[src/irq_regs_pkg.sv]
package irq_regs_pkg;

    // ****************************************
    // Register map and reset values
    // ****************************************
    localparam logic [7:0] OFF_BASE_PRIO = 8'hb8;
    localparam logic [7:0] OFF_EXT_EN_A = 8'he6;
    localparam logic [7:0] OFF_EXT_EN_B = 8'he7;
    localparam logic [7:0] OFF_EXT_PRIO_A = 8'hf6;
    localparam logic [7:0] RST_BASE_PRIO = 8'h80;
    localparam logic [7:0] RST_EXT = 8'h00;
    localparam logic [7:0] WMASK_BASE_PRIO = 8'h7f;
    localparam logic [7:0] WMASK_EXT_EN_B = 8'h3f;
    localparam logic [7:0] WMASK_FULL = 8'hff;
    localparam logic [7:0] READ_UNMAPPED = 8'h00;

    // ****************************************
    // Bit addressing
    // ****************************************
    localparam int BIT_POS_W = 3;
    localparam int BIT_GRP_W = 5;
    localparam logic [BIT_GRP_W-1:0] BIT_GRP_BASE_PRIO = OFF_BASE_PRIO[7:BIT_POS_W];
    localparam logic [BIT_POS_W-1:0] BIT_POS_UNUSED = 3'h7;

    // ****************************************
    // Sources, in natural polling order
    // ****************************************
    localparam int NUM_SRC = 21;
    typedef logic [4:0] src_idx_t;
    typedef logic [NUM_SRC-1:0] src_vec_t;
    localparam src_idx_t SRC_TIMER3 = 5'h0e;
    localparam logic [4:0] IDX_NONE = 5'h00;

    typedef struct packed {
        logic unused_one;
        logic serial_periph_prio;
        logic timer2_prio;
        logic uart_zero_prio;
        logic timer1_prio;
        logic extpin1_prio;
        logic timer0_prio;
        logic extpin0_prio;
    } base_prio_t;

    typedef struct packed {
        logic timer3_mask;
        logic comparator1_mask;
        logic comparator0_mask;
        logic counter_array_mask;
        logic conv_done_mask;
        logic conv_window_mask;
        logic usb_function_mask;
        logic smbus_zero_mask;
    } ext_enable_a_t;

    typedef struct packed {
        logic timer3_prio;
        logic comparator1_prio;
        logic comparator0_prio;
        logic counter_array_prio;
        logic conv_done_prio;
        logic conv_window_prio;
        logic usb_function_prio;
        logic smbus_zero_prio;
    } ext_prio_a_t;

    typedef struct packed {
        logic [1:0] unused_zero;
        logic timer5_mask;
        logic timer4_mask;
        logic smbus_one_mask;
        logic reserved_bit;
        logic uart_one_mask;
        logic bus_power_sense_mask;
    } ext_enable_b_t;

    typedef struct packed {
        logic timer5_high_overflow;
        logic timer5_low_overflow;
        logic timer4_high_overflow;
        logic timer4_low_overflow;
        logic smbus_one_req;
        logic uart_one_req;
        logic bus_power_sense_req;
        logic timer3_high_overflow;
        logic timer3_low_overflow;
        logic comparator1_rise_flag;
        logic comparator1_fall_flag;
        logic comparator0_rise_flag;
        logic comparator0_fall_flag;
        logic counter_array_req;
        logic conversion_done_flag;
        logic window_compare_flag;
        logic usb_function_req;
        logic smbus_zero_req;
        logic serial_periph_req;
        logic timer2_overflow;
        logic uart_zero_req;
        logic timer1_overflow;
        logic extpin1_pend;
        logic timer0_overflow;
        logic extpin0_pend;
    } src_flags_t;

    typedef struct packed {
        logic valid;
        logic high;
        src_idx_t index;
    } irq_present_t;

endpackage : irq_regs_pkg

[src/irq_first_set.sv]
`timescale 1ns/1ns
`default_nettype none
module irq_first_set (
    input wire irq_regs_pkg::src_vec_t vec,
    output logic found,
    output irq_regs_pkg::src_idx_t idx
);
    // Lowest index wins, matching the natural polling order
    always_comb begin
        found = 1'b0;
        idx = irq_regs_pkg::IDX_NONE;
        for (int i = irq_regs_pkg::NUM_SRC - 1; i >= 0; i--) begin
            if (vec[i]) begin
                found = 1'b1;
                idx = irq_regs_pkg::src_idx_t'(i);
            end
        end
    end
endmodule : irq_first_set
`default_nettype wire

[src/irq_enable_priority_regs.sv]
// Functional notes
// Bit 7 of the base priority register always reads one and ignores writes.
// Base priority bits 6..0 set priority of SPI, timer 2, UART0, timer 1, ext 1, timer 0, ext 0.
// A priority bit of zero means low level and one means high level for its source.
// First extended enable bits 7..0 mask timer 3, cmp 1, cmp 0, PCA, conv done, window, USB, SMBus 0.
// With timer 3 enabled either overflow flag requests; disabled, neither does.
// A comparator enable passes its rise or fall flag; clear masks both.
// The conversion-done enable gates the conversion-done flag.
// The window-compare enable gates the window-compare flag.
// The USB and SMBus 0 enables gate every request of their peripheral.
// First extended priority bits 7..0 set priority of the same eight sources in that order.
// Second extended enable bits 5,4,3,1,0 mask timer 5, timer 4, SMBus 1, UART1, bus power sense.
// Second extended enable bits 7:6 read zero and ignore writes; software writes zero to bit 2.
// With timer 4 or timer 5 enabled either of its overflow flags requests.
// The base priority register decodes on every page and accepts single-bit access.
// The global gate at zero blocks every source; at one each follows its own enable.
// Enabled pending sources are presented; high may preempt low service, never the reverse.
`timescale 1ns/1ns
`default_nettype none
module irq_enable_priority_regs (
    input wire logic ref_clk,
    input wire logic rst_b,
    input wire logic [7:0] sfr_addr,
    input wire logic [7:0] sfr_wdata,
    input wire logic sfr_wr,
    input wire logic sfr_rd,
    output logic [7:0] sfr_rdata_q,
    output logic sfr_hit_q,
    input wire logic [7:0] bit_addr,
    input wire logic bit_wdata,
    input wire logic bit_wr,
    input wire logic bit_rd,
    output logic bit_rdata_q,
    input wire irq_regs_pkg::src_flags_t src_flags,
    input wire logic [6:0] base_enable,
    input wire logic global_irq_gate,
    input wire logic [7:0] ext_prio_b,
    input wire logic isr_enter,
    input wire logic isr_exit,
    output irq_regs_pkg::irq_present_t irq_q,
    output irq_regs_pkg::base_prio_t base_prio_q,
    output irq_regs_pkg::ext_enable_a_t ext_enable_a_q,
    output irq_regs_pkg::ext_enable_b_t ext_enable_b_q,
    output irq_regs_pkg::ext_prio_a_t ext_prio_a_q
);

    // ****************************************
    // Helpers
    // ****************************************
    function automatic logic [7:0] wmerge(input logic [7:0] old_v, input logic [7:0] new_v,
                                          input logic [7:0] mask);
        wmerge = (old_v & ~mask) | (new_v & mask);
    endfunction : wmerge

    function automatic logic [7:0] bit_set(input logic [7:0] old_v,
                                           input logic [irq_regs_pkg::BIT_POS_W-1:0] pos,
                                           input logic val);
        logic [7:0] r;
        r = old_v;
        r[pos] = val;
        bit_set = r;
    endfunction : bit_set

    // ****************************************
    // Decode
    // ****************************************
    logic hit_base;
    logic hit_en_a;
    logic hit_en_b;
    logic hit_prio_a;
    logic bit_hit_base;
    logic [irq_regs_pkg::BIT_POS_W-1:0] bit_pos;

    // Page select is ignored on purpose: these registers sit in every page
    // all-page decode
    assign hit_base = (sfr_addr == irq_regs_pkg::OFF_BASE_PRIO);
    assign hit_en_a = (sfr_addr == irq_regs_pkg::OFF_EXT_EN_A);
    assign hit_en_b = (sfr_addr == irq_regs_pkg::OFF_EXT_EN_B);
    assign hit_prio_a = (sfr_addr == irq_regs_pkg::OFF_EXT_PRIO_A);
    assign bit_pos = bit_addr[irq_regs_pkg::BIT_POS_W-1:0];
    assign bit_hit_base = (bit_addr[7:irq_regs_pkg::BIT_POS_W] == irq_regs_pkg::BIT_GRP_BASE_PRIO);

    // ****************************************
    // Registers
    // ****************************************
    // Byte write wins over a bit write in the same cycle
    // unused bit held at one
    // base priority storage
    always_ff @(posedge ref_clk or negedge rst_b) begin
        if (!rst_b) begin
            base_prio_q <= irq_regs_pkg::RST_BASE_PRIO;
        end else if (sfr_wr && hit_base) begin
            base_prio_q <= wmerge(base_prio_q, sfr_wdata, irq_regs_pkg::WMASK_BASE_PRIO);
        end else if (bit_wr && bit_hit_base && bit_pos != irq_regs_pkg::BIT_POS_UNUSED) begin
            // single-bit write
            base_prio_q <= bit_set(base_prio_q, bit_pos, bit_wdata);
        end
    end

    // first enable storage
    always_ff @(posedge ref_clk or negedge rst_b) begin
        if (!rst_b) begin
            ext_enable_a_q <= irq_regs_pkg::RST_EXT;
        end else if (sfr_wr && hit_en_a) begin
            ext_enable_a_q <= sfr_wdata;
        end
    end

    // Reserved bit 2 is stored as written; software keeps it zero
    // second enable storage
    // top bits locked zero
    always_ff @(posedge ref_clk or negedge rst_b) begin
        if (!rst_b) begin
            ext_enable_b_q <= irq_regs_pkg::RST_EXT;
        end else if (sfr_wr && hit_en_b) begin
            ext_enable_b_q <= wmerge(ext_enable_b_q, sfr_wdata, irq_regs_pkg::WMASK_EXT_EN_B);
        end
    end

    // first priority storage
    always_ff @(posedge ref_clk or negedge rst_b) begin
        if (!rst_b) begin
            ext_prio_a_q <= irq_regs_pkg::RST_EXT;
        end else if (sfr_wr && hit_prio_a) begin
            ext_prio_a_q <= wmerge(ext_prio_a_q, sfr_wdata, irq_regs_pkg::WMASK_FULL);
        end
    end

    // ****************************************
    // Read path
    // ****************************************
    // Unmapped reads answer zero with hit low so other SFR blocks can be ORed in
    always_ff @(posedge ref_clk or negedge rst_b) begin
        if (!rst_b) begin
            sfr_rdata_q <= irq_regs_pkg::READ_UNMAPPED;
            sfr_hit_q <= 1'b0;
        end else if (sfr_rd) begin
            sfr_hit_q <= hit_base | hit_en_a | hit_en_b | hit_prio_a;
            if (hit_base) begin
                sfr_rdata_q <= base_prio_q;
            end else if (hit_en_a) begin
                sfr_rdata_q <= ext_enable_a_q;
            end else if (hit_en_b) begin
                sfr_rdata_q <= ext_enable_b_q;
            end else if (hit_prio_a) begin
                sfr_rdata_q <= ext_prio_a_q;
            end else begin
                sfr_rdata_q <= irq_regs_pkg::READ_UNMAPPED;
            end
        end else begin
            sfr_hit_q <= 1'b0;
        end
    end

    // single-bit read
    always_ff @(posedge ref_clk or negedge rst_b) begin
        if (!rst_b) begin
            bit_rdata_q <= 1'b0;
        end else if (bit_rd) begin
            bit_rdata_q <= bit_hit_base & base_prio_q[bit_pos];
        end
    end

    // ****************************************
    // Request gating and priority
    // ****************************************
    irq_regs_pkg::src_vec_t raw_vec;
    irq_regs_pkg::src_vec_t en_vec;
    irq_regs_pkg::src_vec_t prio_vec;
    irq_regs_pkg::src_vec_t pend_vec;
    irq_regs_pkg::src_vec_t hi_vec;
    irq_regs_pkg::src_vec_t lo_vec;
    logic hi_found;
    logic lo_found;
    irq_regs_pkg::src_idx_t hi_idx;
    irq_regs_pkg::src_idx_t lo_idx;
    logic in_high_q;
    logic in_low_q;

    // timer 3 either flag
    // comparator rise or fall
    // timer 4 and 5 either flag
    assign raw_vec = {src_flags.timer5_high_overflow | src_flags.timer5_low_overflow,
                      src_flags.timer4_high_overflow | src_flags.timer4_low_overflow,
                      src_flags.smbus_one_req, 1'b0, src_flags.uart_one_req,
                      src_flags.bus_power_sense_req,
                      src_flags.timer3_high_overflow | src_flags.timer3_low_overflow,
                      src_flags.comparator1_rise_flag | src_flags.comparator1_fall_flag,
                      src_flags.comparator0_rise_flag | src_flags.comparator0_fall_flag,
                      src_flags.counter_array_req, src_flags.conversion_done_flag,
                      src_flags.window_compare_flag, src_flags.usb_function_req,
                      src_flags.smbus_zero_req, src_flags.serial_periph_req,
                      src_flags.timer2_overflow, src_flags.uart_zero_req,
                      src_flags.timer1_overflow, src_flags.extpin1_pend,
                      src_flags.timer0_overflow, src_flags.extpin0_pend};

    // conversion-done mask
    // window mask
    // USB and SMBus 0 mask
    // second enable masks
    assign en_vec = {ext_enable_b_q.timer5_mask, ext_enable_b_q.timer4_mask,
                     ext_enable_b_q.smbus_one_mask, 1'b0, ext_enable_b_q.uart_one_mask,
                     ext_enable_b_q.bus_power_sense_mask, ext_enable_a_q, base_enable};

    // one bit selects high level
    assign prio_vec = {ext_prio_b[5:3], 1'b0, ext_prio_b[1:0], ext_prio_a_q,
                       base_prio_q[6:0]};

    // global gate
    assign pend_vec = raw_vec & en_vec & {irq_regs_pkg::NUM_SRC{global_irq_gate}};
    assign hi_vec = pend_vec & prio_vec;
    assign lo_vec = pend_vec & ~prio_vec;

    irq_first_set u_pick_high (
        .vec(hi_vec),
        .found(hi_found),
        .idx(hi_idx)
    );

    irq_first_set u_pick_low (
        .vec(lo_vec),
        .found(lo_found),
        .idx(lo_idx)
    );

    // High service blocks everything; low service blocks only low requests
    // present and preempt
    always_ff @(posedge ref_clk or negedge rst_b) begin
        if (!rst_b) begin
            irq_q <= '0;
        end else if (hi_found && !in_high_q) begin
            irq_q <= '{valid: 1'b1, high: 1'b1, index: hi_idx};
        end else if (lo_found && !in_high_q && !in_low_q) begin
            irq_q <= '{valid: 1'b1, high: 1'b0, index: lo_idx};
        end else begin
            irq_q <= '0;
        end
    end

    // Exit retires the innermost level; a same-cycle enter is applied afterwards
    // service nesting
    always_ff @(posedge ref_clk or negedge rst_b) begin
        if (!rst_b) begin
            in_high_q <= 1'b0;
            in_low_q <= 1'b0;
        end else begin
            if (isr_enter && irq_q.valid && irq_q.high) begin
                in_high_q <= 1'b1;
            end else if (isr_exit && in_high_q) begin
                in_high_q <= 1'b0;
            end
            if (isr_enter && irq_q.valid && !irq_q.high) begin
                in_low_q <= 1'b1;
            end else if (isr_exit && !in_high_q) begin
                in_low_q <= 1'b0;
            end
        end
    end

    // ****************************************
    // Checks
    // ****************************************
    irq_regs_pkg::src_vec_t en_d1;
    irq_regs_pkg::src_vec_t prio_d1;
    irq_regs_pkg::src_vec_t hi_d1;
    always_ff @(posedge ref_clk or negedge rst_b) begin
        if (!rst_b) begin
            en_d1 <= '0;
            prio_d1 <= '0;
            hi_d1 <= '0;
        end else begin
            en_d1 <= en_vec & {irq_regs_pkg::NUM_SRC{global_irq_gate}};
            prio_d1 <= prio_vec;
            hi_d1 <= hi_vec;
        end
    end

    base_bit_one_a: assert property (@(posedge ref_clk) disable iff (!rst_b)
        base_prio_q.unused_one == 1'b1) else $error("base priority bit 7 not one");

    base_write_a: assert property (@(posedge ref_clk) disable iff (!rst_b)
        sfr_wr && hit_base |=> base_prio_q[6:0] == $past(sfr_wdata[6:0]))
        else $error("base priority write lost");

    level_select_a: assert property (@(posedge ref_clk) disable iff (!rst_b)
        irq_q.valid |-> irq_q.high == prio_d1[irq_q.index])
        else $error("presented level does not match priority bit");

    enable_a_write_a: assert property (@(posedge ref_clk) disable iff (!rst_b)
        sfr_wr && hit_en_a |=> ext_enable_a_q == $past(sfr_wdata))
        else $error("first enable write lost");

    timer3_gate_a: assert property (@(posedge ref_clk) disable iff (!rst_b)
        irq_q.valid && irq_q.index == irq_regs_pkg::SRC_TIMER3 |->
        $past(ext_enable_a_q.timer3_mask && (src_flags.timer3_low_overflow ||
        src_flags.timer3_high_overflow))) else $error("timer 3 presented while masked");

    masked_source_a: assert property (@(posedge ref_clk) disable iff (!rst_b)
        irq_q.valid |-> en_d1[irq_q.index]) else $error("masked source presented");

    prio_a_write_a: assert property (@(posedge ref_clk) disable iff (!rst_b)
        sfr_wr && hit_prio_a |=> ext_prio_a_q == $past(sfr_wdata))
        else $error("first priority write lost");

    enable_b_write_a: assert property (@(posedge ref_clk) disable iff (!rst_b)
        sfr_wr && hit_en_b |=> ext_enable_b_q[5:0] == $past(sfr_wdata[5:0]))
        else $error("second enable write lost");

    enable_b_top_a: assert property (@(posedge ref_clk) disable iff (!rst_b)
        ext_enable_b_q.unused_zero == 2'b00) else $error("second enable top bits set");

    bit_write_a: assert property (@(posedge ref_clk) disable iff (!rst_b)
        bit_wr && bit_hit_base && !(sfr_wr && hit_base) &&
        bit_pos != irq_regs_pkg::BIT_POS_UNUSED |=>
        base_prio_q[$past(bit_pos)] == $past(bit_wdata)) else $error("bit write lost");

    gate_off_a: assert property (@(posedge ref_clk) disable iff (!rst_b)
        !global_irq_gate |=> !irq_q.valid) else $error("request passed closed gate");

    high_first_a: assert property (@(posedge ref_clk) disable iff (!rst_b)
        irq_q.valid && !irq_q.high |-> hi_d1 == '0 && !$past(in_low_q))
        else $error("low request presented over high or during low service");

endmodule : irq_enable_priority_regs
`default_nettype wire

[config.mk]
export PLATFORM = sky130hd
export DESIGN_NAME = irq_enable_priority_regs
export DESIGN_NICKNAME = d
export VERILOG_FILES = /design/src/irq_regs_pkg.sv /design/src/irq_first_set.sv /design/src/irq_enable_priority_regs.sv
export SDC_FILE = /design/constraint.sdc
export NUM_CORES = 1
export LEC_CHECK = 0
export ABC_CLOCK_PERIOD_IN_PS = 2100
export BUFFER_PORTS_ARGS = -buffer_cell sky130_fd_sc_hd__buf_4
export CORE_MARGIN = 2
export CORE_UTILIZATION = 37
export CTS_CLUSTER_DIAMETER = 120
export DETAILED_ROUTE_END_ITERATION = 8
export PLACE_DENSITY = 0.71
export RECOVER_POWER = 25
export SYNTH_ARGS = -nofsm -noshare
export SYNTH_HDL_FRONTEND = slang
export SYNTH_SLANG_ARGS = --single-unit
[constraint.sdc]
create_clock -name ref_clk -period 2.1 [get_ports ref_clk]
set_clock_uncertainty 0.2 [all_clocks]
set_input_delay 0 -clock ref_clk [delete_from_list [all_inputs] [get_ports ref_clk]]
set_output_delay 0 -clock ref_clk [all_outputs]
set_load 0.02 [all_outputs]
Word-level counts from Yosys, hierarchy flattened. Cells that the tools add are included. Widths: inputs -> output; s select.

Register bits after elaboration: 51. Input bits: 74. Output and inout bits: 49. Logic and storage cells: 186.

Order comparisons: 2. Equality and inequality tests: 6. Muxes and demuxes: 102. Bitwise logic cells: 16. Reduce and logical (&&, ||, !) cells: 21.

Operators with widths (count): $mux 5 (42); $and 21x21->21 (4); $mux 1 (49); $mux 8 (6); $eq 8x8->1 const B (4); $not 21->21 (1); $logic_and 1x1->1 (15); $mux 7 (2); $bwmux 8 (1); $or 1x1->1 (8); $or 8x6->8 (1); $or 8x7->8 (1); $reduce_bool 2->1 (3); $eq 5x5->1 const B (1); $lt 3x4->1 const B (1); $bmux 1 s3 (1); $demux 1 s3 (1); $ge 3x1->1 const B (1); $logic_not 1->1 (3); $ne 3x3->1 const B (1); $and 1x1->1 (1).

Longest topological paths before layout. Gate-level depths: netlist of the first run.

Word-level depth: 29. Mapped depth: 9. Mapped depth without buffers: 6.

Hierarchy. A second synthesis of the first run with hierarchy kept.

Cells, all modules: 375. Area, all modules: 3191.8 um2.

By module, submodules not included: irq_enable_priority_regs (times used 1, cells each 293, area an instance 2723.9 um2, sequential area each 1227.4 um2); irq_first_set (times used 2, cells each 41, area an instance 234.0 um2, sequential area each 0.0 um2).

Worst setup path after synthesis of the first run. No wires, ideal clock.

Kind: register to register. Start point: register base_prio_q[1] in the netlist's numbering. End point: register irq_q[3] in the netlist's numbering. Arrival: 1.648 ns. Required time: 1.799 ns. Setup slack: 0.151 ns. Cell stages (with the launch flop): 7. Path buffers: 0. Cells stage by stage: dfrtp_1 -> nand4_1 -> nand4_1 -> or3_1 -> nor3_2 -> nand3_2 -> o32ai_1.

Cells in the longest elaborated chain, start to end: 8. Elaborated cells on any way between the ends: 16. Those cells by class: 10 x mux; 3 x bitwise; 3 x reduce/logical.

Ends and longest elaborated chain: start, declared (line irq_enable_priority_regs.sv:41) `output irq_regs_pkg::base_prio_t base_prio_q,`; start signal, assigned (line irq_enable_priority_regs.sv:91) `base_prio_q <= irq_regs_pkg::RST_BASE_PRIO;`; start signal, assigned (line irq_enable_priority_regs.sv:93) `base_prio_q <= wmerge(base_prio_q, sfr_wdata, irq_regs_pkg::WMASK_BASE_PRIO);`; start signal, assigned (line irq_enable_priority_regs.sv:96) `base_prio_q <= bit_set(base_prio_q, bit_pos, bit_wdata);`; $not 21->21 (line irq_enable_priority_regs.sv:212) `assign lo_vec = pend_vec & ~prio_vec;`; $and 21x21->21 (line irq_enable_priority_regs.sv:212); $mux 1 (2 in a row) (line irq_first_set.sv:13) `if (vec[i]) begin`; $logic_and 1x1->1 (2 in a row) (line irq_enable_priority_regs.sv:233) `end else if (lo_found && !in_high_q && !in_low_q) begin`; $mux 7 (line irq_enable_priority_regs.sv:233); $mux 7 * (line irq_enable_priority_regs.sv:231) `end else if (hi_found && !in_high_q) begin`; end signal, assigned (line irq_enable_priority_regs.sv:232) `irq_q <= '{valid: 1'b1, high: 1'b1, index: hi_idx};`; end signal, assigned (line irq_enable_priority_regs.sv:234) `irq_q <= '{valid: 1'b1, high: 1'b0, index: lo_idx};`; end, declared (line irq_enable_priority_regs.sv:40) `output irq_regs_pkg::irq_present_t irq_q,`.

Every way passes the cells marked *; elsewhere a longest branch is shown, timed or not. A chain may end at the register's enable or synchronous reset.

Worst setup path in the final report of the first run.
Start point: register base_prio_q[5] in the netlist's numbering. End point: register irq_q[3] in the netlist's numbering.

Cells in the longest elaborated chain, start to end: 12. Elaborated cells on any way between the ends: 32. Those cells by class: 26 x mux; 3 x bitwise; 3 x reduce/logical.

Ends and longest elaborated chain (line): $not 21->21 (irq_enable_priority_regs.sv:212); $and 21x21->21 (irq_enable_priority_regs.sv:212); $mux 1 (6 in a row) (irq_first_set.sv:13); $logic_and 1x1->1 (2 in a row) (irq_enable_priority_regs.sv:233); $mux 7 (irq_enable_priority_regs.sv:233); $mux 7 * (irq_enable_priority_regs.sv:231).

Marks and branches as above.

==> out/metrics.cfg, run 1 <==
[layout]
drive_gt1_share_pct=43.3
nNetsFinal=569
fill_cells=712
areaGrowthSynthToFinish_pct=50.0
insertedDiodeCount=0

[clocking]
clkTransAtPathRegs_ns=0.10
root_buffer=clkbuf_8
cts.sinks=49
cts_tree=built
htree_levels=2
cts_buffers=5
cts_max_path_buffers=2
insertion_delay_ns=0.31

[critical_path]
worst-setup-path-type=register to register
worstSetupEndpoint=irq_q[3]$_DFF_PN0_
cpMaxStageDelayCell=dfrtp_1
crit_arrival_ns=2.09
cpPeakStageDelay_ns=0.44
cpLargestDelayFamily=simple AND/OR/NAND/NOR gates
reg2reg_depth=6
crit_path_start_kind=register
cp.depth=6
crit_buf_inv=0
rrSetupSlack_ns=0.03
path_cells=nand4_1 > nand4_1 > or3_4 > nor3_4 > nand3_2 > o32ai_1
cp_max_fo=4
worstReg2RegStart=base_prio_q[5]$_DFFE_PN0P_
r2r_end=irq_q[3]$_DFF_PN0_
critical_path_required_ns=2.12
crit_path_start=base_prio_q[5]$_DFFE_PN0P_
cp_common_cell=nand4_1
cp-end-kind=register

[power]
power.density_nw_per_um2=535
ir_drop_mv=0.337
power.leakage_nw=2.22

[placed_design]
hpwl_mm=8.34
portBuffers=117
gp_congestion=0.965
preCtsSetupSlack_ns=0.0425

[logic_synthesis]
async_reset_ff_share_pct=100
yosysUniqueCellTypes=58
synth_warnings=0
synth_area_um2=3130
synthCells=325
syn_avg_cell_area_um2=9.64
synth-edff-count=0
seq_area_frac_synth_pct=39.2
synth-seq-cells=49
ys.flop_type=dfrtp_1

[floorplan]
row_count=33
die-area_um2=9220
start_util_pct=38.1
die_w_um=96.0
top_level_ports=123
die_y_um=96.0
core_area_um2=8220

[timing]
whs_ns=0.0118
hold_viol_final=0
drv_slew=0
min_period_ns=2.07
setup_viol=0
rsz0062_at_grt=true
relSlewSlack_pct=18.8
layout_setup_ws_ns=0.0302
worst_slew_pin_slew_ns=1.22
final.period_utilization_pct=98.6
fmax_mhz=483

[global_route]
antenna_found_initial=0
track_usage_pct=23.6
grt_max_degree=50
grt_pass1_wl_mm=16.6
first_global_vias=3338
gr-total-overflow=0

[route]
ant_nets=0
first_iter_violations=236
vias=3409
viasPerCell=5.67
wl_per_cell_um=18.1
dr.pass1.iters=5
drc=0
routed_wl_mm=10.9

[min_path]
min_from=src_flags[6]
min_path_type=input port to register

[run_status]
status=finished clean

[run]
cap_violations=0

==> worst reg2reg max path, stage by stage (launching register included) <==
cell     delay (ns)
dfrtp_1        0.44
nand4_1        0.19
nand4_1        0.18
or3_4          0.39
nor3_4         0.15
nand3_2        0.16
o32ai_1        0.27
==> power by group <==
| part | switching (mW) | total (mW) | internal (mW) |
|---|---|---|---|
| logic | 0.396 | 0.785 | 0.389 |
| clock network | 0.349 | 0.623 | 0.274 |
| registers | 0.0799 | 1.10 | 1.02 |
==> synth_stat cells, types with 2 or more instances <==
| library cell | instances | area (um2) |
|---|---|---|
| a21boi_0 | 2 | 15.0 |
| and2_1 | 2 | 12.5 |
| o31ai_2 | 2 | 25.0 |
| a21oi_1 | 20 | 100 |
| inv_1 | 7 | 26.3 |
| nand4_1 | 20 | 125 |
| o211ai_1 | 6 | 45.0 |
| a31oi_1 | 5 | 31.3 |
| o2111ai_1 | 6 | 52.6 |
| and4_1 | 3 | 26.3 |
| a222oi_1 | 3 | 30.0 |
| o32ai_1 | 2 | 17.5 |
| a22oi_1 | 2 | 15.0 |
| buf_6 | 3 | 33.8 |
| buf_2 | 4 | 20.0 |
| dfrtp_1 | 48 | 1200 |
| a21oi_2 | 7 | 61.3 |
| nand2_1 | 13 | 48.8 |
| nand2b_1 | 5 | 31.3 |
| or2_2 | 2 | 12.5 |
| nand3_2 | 2 | 20.0 |
| nor4_1 | 3 | 18.8 |
| clkbuf_1 | 3 | 11.3 |
| buf_4 | 3 | 22.5 |
| o21ai_0 | 12 | 60.1 |
| mux2i_1 | 8 | 80.1 |
| nor3_2 | 2 | 20.0 |
| and4b_1 | 2 | 20.0 |
| nor2b_1 | 4 | 25.0 |
| o22ai_1 | 4 | 25.0 |
| mux4_2 | 2 | 45.0 |
| nor3_1 | 5 | 25.0 |
| o221ai_1 | 3 | 26.3 |
| nor2_1 | 37 | 139 |
| mux2_2 | 27 | 304 |
| nand4b_1 | 8 | 70.1 |
| nor2_2 | 4 | 25.0 |
| o31ai_1 | 2 | 15.0 |
| nand3_1 | 13 | 65.1 |
==> state kept, by name (all words and copies together) (netlist names) <==
register,cells
ext_prio_a_q,8
sfr_hit_q,1
ext_enable_b_q,6
bit_rdata_q,1
ext_enable_a_q,8
irq_q,7
in_low_q,1
base_prio_q,8
sfr_rdata_q,8
in_high_q,1
==> how the worst min path moves through the flow <==
stage,cells after the start,slack [ns],to
after global placement,1,-0.14,irq_q[0]$_DFF_PN0_
after CTS,4,-0.06,base_prio_q[0]$_DFFE_PN0P_
after floorplan,0,-0.50,base_prio_q[0]$_DFFE_PN0P_
after global routing,5,0.04,base_prio_q[0]$_DFFE_PN0P_
final,4,0.01,irq_q[0]$_DFF_PN0_
after detailed placement,1,-0.14,irq_q[1]$_DFF_PN0_
==> area by class of cell <==
class	count	area, um2	area share [%]
Inverter	7	26.3	0.559
Timing Repair Buffer	176	1390	29.6
Clock inverter	2	17.5	0.373
Tap cell	105	131	2.80
Sequential cell	49	1230	26.1
Multi-Input combinational cell	256	1830	38.8
Clock buffer	6	82.6	1.76
==> cells by family after synthesis <==
kind of cell    Yosys count  synth area share, %
simple gates            133                 24.5
compound gates           84                 18.8
flops                    49                 39.2
mux                      37                 13.7
buf+inv                  21                 3.75
other cells               1                0.120
==> per-stage QoR <==
step / total power [mW] / instance area, um2 / cells / TNS (ns) / util, %
floorplan: 1.44 / 3140 / 326 / 0 / -
global placement: 1.82 / 4250 / 560 / 0 / 51.7
detailed placement: 1.83 / 4250 / 560 / 0 / 51.7
CTS: 2.48 / 4600 / 593 / 0 / 56.0
global route: 2.63 / 4700 / 601 / -0.257 / 57.2
finish: 2.51 / 4700 / 601 / 0 / 57.2
==> cells in the final DEF (no fill, tap or decap), types with 5 or more instances in the layout <==
cell             n
o21ai_0         10
o211ai_1         6
a21oi_2          7
mux2_2          27
o2111ai_1        6
nand4_1         20
buf_4          147
nand2_1         13
nor3_1           5
dfrtp_1         48
mux2i_1          7
clkbuf_8         6
nand4b_1         8
nand3_1         13
inv_1            7
nor2_2           5
a21oi_1         20
nand2b_1         5
nor2_1          36
dlygate4sd3_1   28
==> layer usage <==
| metal | global-route usage [%] | wire length [um] | up-vias |
|---|---|---|---|
| met5 | 0 | 0 | - |
| met1 | 31.0 | 4450 | 1645 |
| met3 | 3.68 | 798 | 15 |
| met4 | 7.14 | 158 | 0 |
| li1 | - | - | 1596 |
| met2 | 39.9 | 5460 | 153 |
==> repair_timing <==
item                                    CTS  global route
resized for setup                         0             9
endpoints found under the setup margin    0             6
buffers inserted                          0             5
hold endpoints to repair                 93             5
hold buffers                             25             3
Power figures use the tool's default switching activity.
==> run 2, diff against run 1 <==
- CORE_ASPECT_RATIO: not set -> 0.5
==> run 2 against run 1 <==
Fmax rose by 2.1%; cell area rose by 0.48%; clock power rose by 39%; highest routed layer unchanged.
==> out/metrics.cfg, run 2 (synthesis results as in run 1) <==
[run_status]
status=finished clean

[layout]
insertedDiodeCount=0
final_cell_count_no_fill=602
drive_gt1_share_pct=43.5
fill_cells=739
nNetsFinal=563
final_cell_mix=143 x buf_4, 48 x dfrtp_1, 36 x nor2_1
areaGrowthSynthToFinish_pct=50.7
stdcell_area_um2=4720
final_common_cell=buf_4

[min_path]
min_path_type=input port to register

[route]
first_iter_violations=354
ant_nets=0
dr.pass1.iters=6
vias=3361
drc=0
wl_per_cell_um=17.7
viasPerCell=5.58
routed_wl_mm=10.7

[timing]
setup_viol=0
min_period_ns=2.03
worst_slew_pin_slew_ns=1.24
relSlewSlack_pct=17.4
hold_viol_final=0
fmax_mhz=493
rsz0062_at_grt=true
whs_ns=0.00428
drv_slew=0
final.period_utilization_pct=96.6
layout_setup_ws_ns=0.0721

[floorplan]
core_area_um2=8120
die-area_um2=9260
row_count=23
start_util_pct=38.6
die_w_um=134
top_level_ports=123
die_y_um=69.1

[global_route]
grt_pass1_wl_mm=16.9
track_usage_pct=23.0
first_global_vias=3235
antenna_found_initial=0
grt_max_degree=50
gr-total-overflow=0

[critical_path]
crit_path_start_kind=input port
cp_common_cell=dlygate4sd3_1
critical_path_required_ns=2.07
cpMaxStageDelayCell=dlygate4sd3_1
cpLargestDelayFamily=buffers and inverters
cp-end-kind=register
crit_arrival_ns=2.00
cpPeakStageDelay_ns=0.57
worst-setup-path-type=input port to register
path_cells=dlygate4sd3_1 > buf_4 > nor4_4 > nand2_4 > nor2_2 > a21oi_2 > dlygate4sd3_1
cp_max_fo=14
crit_buf_inv=3

[placed_design]
preCtsSetupSlack_ns=0.0687
dp_cells=568
placed_cell_area_um2=4270
hpwl_mm=8.11
gp_congestion=0.891
portBuffers=117

[clocking]
htree_levels=2
clkTransAtPathRegs_ns=0.07
root_buffer=clkbuf_16
cts.sinks=49
cts_max_path_buffers=2
insertion_delay_ns=0.30
cts_buffers=5
cts_tree=built

[power]
power.leakage_nw=2.22
ir_drop_mv=0.356
power.density_nw_per_um2=583

[run]
cap_violations=0

run 2: changes by cell type in the layout (fill, tap and decap cells not counted), sizes merged:
cell	previous run	this run
inv	8	9
dlygate4sd3	28	24
clkbuf	7	8
buf	147	143
run 2: path summary, 6_finish.rpt:
path	depth (start not counted)	endpoint	startpoint	slack, ns
min in group asynchronous	2	base_prio_q[6]$_DFFE_PN0P_	rst_b	0.28
max reg2reg	6	irq_q[1]$_DFF_PN0_	ext_enable_a_q[0]$_DFFE_PN0P_	0.08
min reg2reg	0	base_prio_q[7]$_DFFE_PN1P_	base_prio_q[7]$_DFFE_PN1P_	0.22
min	4	base_prio_q[2]$_DFFE_PN0P_	bit_addr[0]	0.004
max	7	base_prio_q[5]$_DFFE_PN0P_	sfr_addr[1]	0.07
max in group asynchronous	2	irq_q[3]$_DFF_PN0_	rst_b	0.65
run 2: per-layer routing:
layer  GRT usage (%)  wire, um  up-vias
met5               0         0        -
met4            6.08       144        0
met3            3.90       591       14
met2            36.7      5070      111
met1            32.5      4850     1636
li1                -         -     1600
run 2: power breakdown:
part / total (mW) / switching (mW) / internal, mW
sequential: 1.09 / 0.0689 / 1.02
clock: 0.866 / 0.408 / 0.458
combinational: 0.793 / 0.405 / 0.388
total: 2.75 / 0.882 / 1.87
run 2: repair_timing:
action                                  CTS  global route
gates resized for setup                   0            12
hold buffers                             24             0
endpoints found under the hold margin    91             0
endpoints found under the setup margin    0            15
buffers inserted                          0             2
run 2: metrics by stage:
stage	total power, mW	util (%)	TNS [ns]
2_1_floorplan	1.44	-	0
3_3_place_gp	1.82	52.6	0
3_5_place_dp	1.83	52.6	0
4_1_cts	2.73	57.4	0
5_1_grt	2.87	58.2	-0.0206
6_report	2.75	58.2	0
run 2: final cells by class:
type	count	area, um2	share of cell area [%]
Timing Repair Buffer	170	1330	28.1
Tap cell	112	140	2.97
Multi-Input combinational cell	256	1850	39.1
Inverter	7	26.3	0.556
Clock inverter	3	28.8	0.609
Clock buffer	5	125	2.65
Sequential cell	49	1230	26.0
run 2: worst register-to-register path: cells and delay by family, from the launching register on:
kind	cells	cell delay, ns
flops	1	0.43
simple gates	5	1.04
compound gates	1	0.25
